[config.mk]
export PLATFORM = sky130hd
export DESIGN_NAME = cif_can_flags
export DESIGN_NICKNAME = d
export VERILOG_FILES = /design/src/logic/cif_flag_cell.v /design/src/logic/cif_can_flags.v
export VERILOG_INCLUDE_DIRS = /design/src /design/src/logic
export SDC_FILE = /design/constraint.sdc
export NUM_CORES = 1
export LEC_CHECK = 0
export BUFFER_PORTS_ARGS = -buffer_cell sky130_fd_sc_hd__buf_4
export CELL_PAD_IN_SITES_DETAIL_PLACEMENT = 1
export CELL_PAD_IN_SITES_GLOBAL_PLACEMENT = 1
export CORE_ASPECT_RATIO = 0.7
export CORE_MARGIN = 3
export CORE_UTILIZATION = 37
export CTS_CLUSTER_SIZE = 12
export DETAILED_ROUTE_END_ITERATION = 7
export PLACE_DENSITY_LB_ADDON = 0.08
export SKIP_CTS_REPAIR_TIMING = 1
export SKIP_LAST_GASP = 1
export SLEW_MARGIN = 10
export SYNTH_ARGS = -nofsm -noshare
export SYNTH_HDL_FRONTEND = slang
export SYNTH_HIERARCHICAL = 1
export SYNTH_SLANG_ARGS = --single-unit
[constraint.sdc]
create_clock -name clk_sys -period 4.6 [get_ports clk_sys]
set_input_delay 0.92 -clock clk_sys [delete_from_list [all_inputs] [get_ports clk_sys]]
set_output_delay 0.92 -clock clk_sys [all_outputs]
set_load 0.03 [all_outputs]
[src/logic/cif_defines.vh]
`ifndef CIF_DEFINES_VH
`define CIF_DEFINES_VH

// ----------------------------------------------------------------
// Register byte offsets
// ----------------------------------------------------------------
`define CIF_OFF_FLAGS      12'h000
`define CIF_OFF_INT_STAT   12'h004
`define CIF_OFF_INT_MASK   12'h008
`define CIF_OFF_CTRL       12'h00c
`define CIF_OFF_ERR_SRC    12'h010

// ----------------------------------------------------------------
// Flag bit positions
// ----------------------------------------------------------------
`define CIF_BIT_RX0        0
`define CIF_BIT_RX1        1
`define CIF_BIT_TX0        2
`define CIF_BIT_TX1        3
`define CIF_BIT_TX2        4
`define CIF_BIT_ERR        5
`define CIF_BIT_WAKE       6
`define CIF_BIT_BAD        7

// ----------------------------------------------------------------
// Control bit positions
// ----------------------------------------------------------------
`define CIF_CTRL_WAKE_EN   0
`define CIF_CTRL_FILT_EN   1

// ----------------------------------------------------------------
// Widths and reset values
// ----------------------------------------------------------------
`define CIF_NUM_FLAGS      8
`define CIF_NUM_ERR_SRC    5
`define CIF_RST_FLAGS      8'h00
`define CIF_RST_INT_STAT   8'h00
`define CIF_RST_INT_MASK   8'h00
`define CIF_RST_CTRL       2'h1
`define CIF_RST_ERR_SRC    5'h00

// ----------------------------------------------------------------
// Timing
// ----------------------------------------------------------------
`define CIF_CLK_MHZ        10
`define CIF_WAKE_FILT_NS   500
`define CIF_WAKE_FILT_CYC  ((`CIF_WAKE_FILT_NS * `CIF_CLK_MHZ + 999) / 1000)

`endif

[src/logic/cif_flag_cell.v]
`timescale 1ns/1ps

// ----------------------------------------------------------------
// One sticky flag: hardware set beats any clear in the same cycle
// ----------------------------------------------------------------
module cif_flag_cell (
  input  wire clk_sys,
  input  wire resetn,
  input  wire set_evt,
  input  wire sw_set,
  input  wire sw_clr,
  output reg  flag_reg
);

  wire flag_next;

  assign flag_next = set_evt | sw_set | (flag_reg & ~sw_clr);

  always @(posedge clk_sys or negedge resetn) begin
    if (!resetn) begin
      flag_reg <= 1'b0;
    end else begin
      flag_reg <= flag_next;
    end
  end

endmodule // cif_flag_cell

[src/logic/cif_can_flags.v]
`timescale 1ns/1ps
`include "cif_defines.vh"

// Summary of operation
// Bit 7 latches invalid received message
// Bit 6 latches bus activity wake-up
// Bit 5 latches OR of error sources
// Bit 4 latches transmit buffer two done
// Bit 3 latches transmit buffer one done
// Bit 2 latches transmit buffer zero done
// Bit 1 latches receive buffer one full
// Bit 0 latches receive buffer zero full
// Flags sticky until zero written; event wins

module cif_can_flags (
  input  wire        clk_sys,
  input  wire        resetn,
  // APB slave
  input  wire        psel,
  input  wire        penable,
  input  wire        pwrite,
  input  wire [11:0] paddr,
  input  wire [31:0] pwdata,
  input  wire [3:0]  pstrb,
  output wire        pready,
  output reg  [31:0] prdata,
  output reg         pslverr,
  // Events from the protocol engine and buffers
  input  wire        bad_msg_evt,
  input  wire        can_rx,
  input  wire [4:0]  err_src_evt,
  input  wire [2:0]  tx_done_evt,
  input  wire [1:0]  rx_full_evt,
  // Outputs
  output wire [7:0]  can_event_flags,
  output wire [2:0]  tx_buf_free,
  output wire        irq
);

  // ----------------------------------------------------------------
  // Register decode
  // ----------------------------------------------------------------
  function hit;
    input [11:0] addr;
    input [11:0] off;
    begin
      hit = (addr[11:2] == off[11:2]);
    end
  endfunction

  function mapped;
    input [11:0] addr;
    begin
      mapped = hit(addr, `CIF_OFF_FLAGS) |
               hit(addr, `CIF_OFF_INT_STAT) |
               hit(addr, `CIF_OFF_INT_MASK) |
               hit(addr, `CIF_OFF_CTRL) |
               hit(addr, `CIF_OFF_ERR_SRC);
    end
  endfunction

  // ----------------------------------------------------------------
  // APB handshake
  // ----------------------------------------------------------------
  // One wait state so that read data can come straight from a flop.
  reg         pready_reg;
  wire        access;
  wire        done;
  wire        wr_done;
  wire        rd_done;

  assign access  = psel & penable;
  assign pready  = pready_reg;
  assign done    = access & pready_reg;
  assign wr_done = done & pwrite & ~pslverr;
  assign rd_done = done & ~pwrite & ~pslverr;

  // Byte lane 0 holds every implemented bit
  wire        wr_lane0;
  assign wr_lane0 = wr_done & pstrb[0];

  wire        wr_flags;
  wire        wr_mask;
  wire        wr_ctrl;
  wire        rd_stat;
  wire        rd_err;

  assign wr_flags = wr_lane0 & hit(paddr, `CIF_OFF_FLAGS);
  assign wr_mask  = wr_lane0 & hit(paddr, `CIF_OFF_INT_MASK);
  assign wr_ctrl  = wr_lane0 & hit(paddr, `CIF_OFF_CTRL);
  assign rd_stat  = rd_done & hit(paddr, `CIF_OFF_INT_STAT);
  assign rd_err   = rd_done & hit(paddr, `CIF_OFF_ERR_SRC);

  // ----------------------------------------------------------------
  // Control and mask registers
  // ----------------------------------------------------------------
  reg  [1:0] ctrl_reg;
  reg  [7:0] int_mask_reg;

  always @(posedge clk_sys or negedge resetn) begin
    if (!resetn) begin
      ctrl_reg     <= `CIF_RST_CTRL;
      int_mask_reg <= `CIF_RST_INT_MASK;
    end else begin
      if (wr_ctrl) begin
        ctrl_reg <= pwdata[1:0];
      end
      if (wr_mask) begin
        int_mask_reg <= pwdata[7:0];
      end
    end
  end

  wire wake_en;
  wire filt_en;
  assign wake_en = ctrl_reg[`CIF_CTRL_WAKE_EN];
  assign filt_en = ctrl_reg[`CIF_CTRL_FILT_EN];

  // ----------------------------------------------------------------
  // Wake-up detection
  // ----------------------------------------------------------------
  // Activity is a recessive-to-dominant edge on the receive line.
  // The optional filter ignores glitches shorter than the filter time,
  // trading a few cycles of latency for noise immunity.
  localparam integer FILT_CYC_INT = `CIF_WAKE_FILT_CYC;
  localparam [3:0]   FILT_CYC     = FILT_CYC_INT[3:0];

  reg        rx_prev_reg;
  reg  [3:0] low_cnt_reg;
  reg        low_seen_reg;
  wire       rx_fall;
  wire       filt_hit;
  wire       wake_evt;

  assign rx_fall  = rx_prev_reg & ~can_rx;
  assign filt_hit = ~can_rx & ~low_seen_reg & (low_cnt_reg == FILT_CYC - 4'd1);

  always @(posedge clk_sys or negedge resetn) begin
    if (!resetn) begin
      rx_prev_reg  <= 1'b1;
      low_cnt_reg  <= 4'h0;
      low_seen_reg <= 1'b0;
    end else begin
      rx_prev_reg <= can_rx;
      if (can_rx) begin
        low_cnt_reg  <= 4'h0;
        low_seen_reg <= 1'b0;
      end else if (filt_hit) begin
        low_seen_reg <= 1'b1;
      end else if (!low_seen_reg) begin
        low_cnt_reg <= low_cnt_reg + 4'd1;
      end
    end
  end

  assign wake_evt = wake_en & (filt_en ? filt_hit : rx_fall);

  // ----------------------------------------------------------------
  // Error sources
  // ----------------------------------------------------------------
  // Any source sets the single module error flag; the latch below
  // lets software see which ones fired since it last looked.
  wire       err_evt;
  reg  [4:0] err_src_reg;

  assign err_evt = |err_src_evt;

  always @(posedge clk_sys or negedge resetn) begin
    if (!resetn) begin
      err_src_reg <= `CIF_RST_ERR_SRC;
    end else begin
      err_src_reg <= err_src_evt | (err_src_reg & ~({5{rd_err}} & prdata[4:0]));
    end
  end

  // ----------------------------------------------------------------
  // Event vector
  // ----------------------------------------------------------------
  wire [7:0] evt;

  assign evt[`CIF_BIT_BAD]  = bad_msg_evt;
  assign evt[`CIF_BIT_WAKE] = wake_evt;
  assign evt[`CIF_BIT_ERR]  = err_evt;
  assign evt[`CIF_BIT_TX2]  = tx_done_evt[2];
  assign evt[`CIF_BIT_TX1]  = tx_done_evt[1];
  assign evt[`CIF_BIT_TX0]  = tx_done_evt[0];
  assign evt[`CIF_BIT_RX1]  = rx_full_evt[1];
  assign evt[`CIF_BIT_RX0]  = rx_full_evt[0];

  // ----------------------------------------------------------------
  // Flag and interrupt status cells
  // ----------------------------------------------------------------
  // Flags: writing 0 clears, writing 1 sets (software-raised event).
  // Status: a read clears only the bits it returned, so an event taken
  // after the read data was captured waits for the next read.
  wire [7:0] flag_q;
  wire [7:0] stat_q;

  genvar i;
  generate
    for (i = 0; i < `CIF_NUM_FLAGS; i = i + 1) begin : g_flag
      cif_flag_cell u_flag (
        .clk_sys  (clk_sys),
        .resetn   (resetn),
        .set_evt  (evt[i]),
        .sw_set   (wr_flags & pwdata[i]),
        .sw_clr   (wr_flags & ~pwdata[i]),
        .flag_reg (flag_q[i])
      );

      cif_flag_cell u_stat (
        .clk_sys  (clk_sys),
        .resetn   (resetn),
        .set_evt  (evt[i]),
        .sw_set   (1'b0),
        .sw_clr   (rd_stat & prdata[i]),
        .flag_reg (stat_q[i])
      );
    end
  endgenerate

  assign can_event_flags = flag_q;
  assign tx_buf_free     = flag_q[`CIF_BIT_TX2:`CIF_BIT_TX0];
  assign irq             = |(stat_q & int_mask_reg);

  // ----------------------------------------------------------------
  // Read data and answer
  // ----------------------------------------------------------------
  reg [31:0] rdata_next;

  always @* begin
    rdata_next = 32'h0000_0000;
    if (hit(paddr, `CIF_OFF_FLAGS)) begin
      rdata_next[7:0] = flag_q;
    end else if (hit(paddr, `CIF_OFF_INT_STAT)) begin
      rdata_next[7:0] = stat_q;
    end else if (hit(paddr, `CIF_OFF_INT_MASK)) begin
      rdata_next[7:0] = int_mask_reg;
    end else if (hit(paddr, `CIF_OFF_CTRL)) begin
      rdata_next[1:0] = ctrl_reg;
    end else if (hit(paddr, `CIF_OFF_ERR_SRC)) begin
      rdata_next[4:0] = err_src_reg;
    end
  end

  // Read data is captured in the wait cycle, so a status bit that sets
  // in the completing cycle is kept for the next read, not lost.
  always @(posedge clk_sys or negedge resetn) begin
    if (!resetn) begin
      pready_reg <= 1'b0;
      prdata     <= 32'h0000_0000;
      pslverr    <= 1'b0;
    end else begin
      if (access && !pready_reg) begin
        pready_reg <= 1'b1;
        pslverr    <= ~mapped(paddr);
        prdata     <= pwrite ? 32'h0000_0000 : rdata_next;
      end else begin
        pready_reg <= 1'b0;
        pslverr    <= 1'b0;
      end
    end
  end

endmodule // cif_can_flags

### After elaboration in Yosys (flattened, before gate mapping)

Index checks and enable logic that the tools add are counted.
W data, S select, Z words.

* bits in registers: 71
* bits in latches: 0
* RAM bits: 0
* bits in read-only memories: 0
* bits of input ports: 65
* output and inout port bits: 46
* logic and storage cells: 174
* memories: 0

* add/sub/neg operators: 1
* $mul: 0
* div/mod/pow operators: 0
* $lt $le $gt $ge: 0
* equality and inequality tests: 7
* shift operators: 0
* multiplexer cells: 16
* bitwise operators: 118
* reduce and logical (&&, ||, !) cells: 7

Operator list (number)
* $and A1 B1 Y1: 56
* $not A1 Y1: 29
* $or A1 B1 Y1: 28
* $mux W8: 3
* $eq A10 B2 Y1 const B: 2
* $mux W4: 3
* $and A5 B5 Y5: 2
* $eq A10 B1 Y1 const B: 1
* $eq A10 B3 Y1 const B: 1
* $logic_not A10 Y1: 1
* $mux W5: 2
* $and A8 B8 Y8: 1
* $reduce_or A8 Y1: 1
* $mux W3: 2
* $mux W1: 5
* $not A5 Y5: 1
* $or A5 B5 Y5: 1
* $reduce_or A5 Y1: 1
* $add A4 B1 Y4 const B: 1
* $eq A4 B3 Y1 const B: 1
* $ne A2 B2 Y1 const B: 2
* $mux W2: 1
* $reduce_and A2 Y1: 1
* $reduce_bool A2 Y1: 1
* 2 further kinds: 2

### Logic depth before layout (Yosys ltp)

* depth after elaboration: 10
* depth in mapped cells: 7
* depth with buffers taken out: 7

### By module

Netlist, hierarchy kept.

Modules (own cells, without submodules)
* cif_can_flags: instances 1, cells an instance 226, area an instance 2035.7 um^2, sequential area each 778.2 um^2
* cif_flag_cell: instances 16, cells an instance 4, area an instance 37.5 um^2, sequential area each 25.0 um^2

### Worst setup path after synthesis

No wires, ideal clock.

* path type: input-to-reg
* from: input port paddr[8]
* to: register int_mask_reg[0]
* setup time: 0.125 ns
* arrival time: 2.389 ns
* required time: 4.475 ns
* slack: 2.086 ns
* stages: 5
* buffers on the path: 1
* cells stage by stage: or4_4 nor3_1 and4b_1 buf_2 mux2_2

* cells in the longest elaborated chain, start to end: 2

RTL lines
* start: declaration: line cif_can_flags.v:22 `input wire [11:0] paddr,`
* $eq A10 B2 Y1: line cif_can_flags.v:47 `hit = (addr[11:2] == off[11:2]);`
* $and A1 B1 Y1: line cif_can_flags.v:89 `` assign wr_mask = wr_lane0 & hit(paddr, `CIF_OFF_INT_MASK); ``
* end signal: assignment: line cif_can_flags.v:103 `` int_mask_reg <= `CIF_RST_INT_MASK; ``
* end signal: assignment: line cif_can_flags.v:109 `int_mask_reg <= pwdata[7:0];`
* end: declaration: line cif_can_flags.v:98 `reg [7:0] int_mask_reg;`

No other way between the ends.
A chain may end at the register's enable or synchronous reset.

### Final worst setup path

* from: input port paddr[8]
* to: register int_mask_reg[3]

Same word-level chain as after synthesis.

==> metrics.txt <==
outcome finished, final reports clean; root buf cell clkbuf_8; I/O pin total 111; Wirelength per Cell 15.7 um; pin count of the biggest net entering global routing between 40 and 50; Worst-path clk slew 0.09 ns; die width 107 um; Slew HR 0.553; P_leak around 0.0016 uW; syn_area_per_cell 9.09 um^2; CP arrival 2.83 ns; die area 8190 um^2; first-pass GRT wire length ~11000 um; pwr dens 277 nW/um^2; Antenna Nets Post-Route 0; Buf/Inv on CP 1; initial antenna violation count 0; #FFs+latches synth 47; worst skew pair latency 0.30 ns; CTS Sinks 47; Num CTS Buffers 5; RD Place Congestion 0.728; Critical Path Start Type primary input; Antenna diodes 0; endpoint class of the critical path flop; DRT iter0 DRCs 77; max_cap viols 0; remaining routing DRC violations 0; Max Clock Skew 0.00333 ns; Period Utilization, post-route 0.575; CTS H-tree lvls 2; Placement Setup Slack between 1.5 and 2 ns; Final nets approximately 420; DRT Pass-1 Iters 4; commonest non-fill, non-tap cell in the layout buf_4; Final WS setup 1.96 ns; share of layout cells above drive strength 1 0.239; Fin Setup TNS 0 ns; slowest CP cell or4_4; synthesis-to-layout area growth 20.5%; Synth Warn # 6; sequential area share after synthesis 0.447; Worst Max-Slew Pin Slew 0.669 ns; crit path kind primary input to flop; # setup viols final 0; worst hold path type flop to flop; die height 76.6 um; Final Max Tran Viols 0; Post-Synthesis Cell Area roughly 2600 um^2; Peak supply drop 0.000112 V; minimum clock period between 2 and 3 ns; Async S/R FF share, synth 1.00; Post-synth EDFFs 0; Post-Synthesis Cells between 200 and 300; gr usage total 0.179; post-synthesis cell type count 43; delay-heaviest family, CP simple AND/OR/NAND/NOR gates; filler instances 838; Rows 25; Peak Freq 378 MHz; TritonCTS clock tree done; cells along the critical path buf_4, or4_4, nor3_1, and4b_1, mux2_2; final wirelength ~7000 um; Top FF cell, synth dfrtp_1; drt via density 4.76; critical path required time ~4.8 ns; maximum fanout along the worst path 8; critical path's largest stage delay ~0.57 ns; Detail Placement HPWL 5250 um; vias in the first global route 2155; Final Hold Vio Count 0; Core Region a little under 7000 um^2; PortBufs 57; RSZ-0062 raised after global routing no; GRT Residual Overflow 0; worst-case clock buffer depth 2; routed vias 2118; commonest non-fill, non-tap cells in the layout 59 x buf_4, 45 x dfrtp_1, 42 x nor2_1; effective utilization at floorplan 0.387
==> synth_stat cells (2+ instances only) <==
library cell,instances,area (um^2)
and2_1,8,50.1
or3_1,2,12.5
xnor2_1,2,17.5
nor2b_1,5,31.3
a22oi_1,9,67.6
o31ai_1,5,37.5
nor3b_1,4,30.0
nand2_1,13,48.8
mux2_2,10,113
o22ai_1,3,18.8
nor3_2,2,20.0
nand4_1,2,12.5
nor2_1,42,158
a21oi_1,7,35.0
clkbuf_1,7,26.3
buf_2,2,10.0
nor3_1,3,15.0
o21ai_0,3,15.0
ha_1,2,25.0
inv_1,30,113
and3_1,8,50.1
dfrtp_1,45,1130
nand2b_1,5,31.3
a222oi_1,3,30.0
dfstp_2,2,52.6
buf_4,27,203
o21ai_1,16,80.1
a2bb2oi_1,2,17.5
a22o_1,3,26.3
a21o_1,5,37.5
==> power breakdown <==
part | total, uW | switching, uW | internal (uW)
logic | 139 | 88.7 | 50.3
clock network | 300 | 141 | 160
registers | 440 | 14.1 | 426
total | 880 | 244 | 636
==> layer usage <==
layer  GRT usage  vias to the layer above  wire length [um]
met5           0                        -                 0
met4      0.0460                        0                39
met1       0.265                     1026              3670
li1            -                     1040                 -
met3      0.0390                        2               326
met2       0.264                       50              2960
==> cells by family (layout without fill, tap and decap cells) <==
kind of cell / Yosys count / count (layout) / share of synthesized area
AOI/OAI and AO/OA: 57 / 57 / 0.141
muxes: 10 / 10 / 0.0427
other: 1 / 32 / 0.00142
adders and majority gates: 2 / 2 / 0.00949
DFF: 47 / 47 / 0.447
and+or+nand+nor: 105 / 105 / 0.218
xor gates and xnor gates: 2 / 2 / 0.00665
buffers and inverters: 66 / 96 / 0.133
==> final timing paths <==
check | start | endpoint | slack (ns) | cells past startpoint
max | paddr[8] | int_mask_reg[3] | 1.96 | 5
min | err_src_reg[4] | err_src_reg[4] | 0.50 | 1
max reg2reg | pslverr | int_mask_reg[3] | 2.55 | 5
min reg2reg | err_src_reg[4] | err_src_reg[4] | 0.50 | 1
max in group asynchronous | resetn | prdata[2] | 3.55 | 1
min in group asynchronous | resetn | low_cnt_reg[2] | 0.63 | 1
==> through the flow <==
step / instance area [um^2] / hold WS [ns] / instances / utilization / total power [uW]
after floorplan: 2750 / 0.450 / 321 / - / 545
after global placement: 3070 / 0.469 / 438 / 0.451 / 582
final: 3180 / 0.497 / 445 / 0.466 / 880
after global routing: 3180 / 0.513 / 445 / 0.466 / 925
after detailed placement: 3070 / 0.475 / 438 / 0.451 / 588
after CTS: 3180 / 0.497 / 445 / 0.466 / 892
==> cell type report <==
type | instances | area [um^2] | area share
tap | 94 | 118 | 0.0370
inverter | 30 | 113 | 0.0354
sequential | 47 | 1180 | 0.371
multi-input combinational | 208 | 1220 | 0.385
clock inverter | 1 | 30.0 | 0.00945
timing repair buffer | 59 | 443 | 0.139
clock buffer | 6 | 72.6 | 0.0228
No activity file was read; power rests on OpenSTA's default activity.
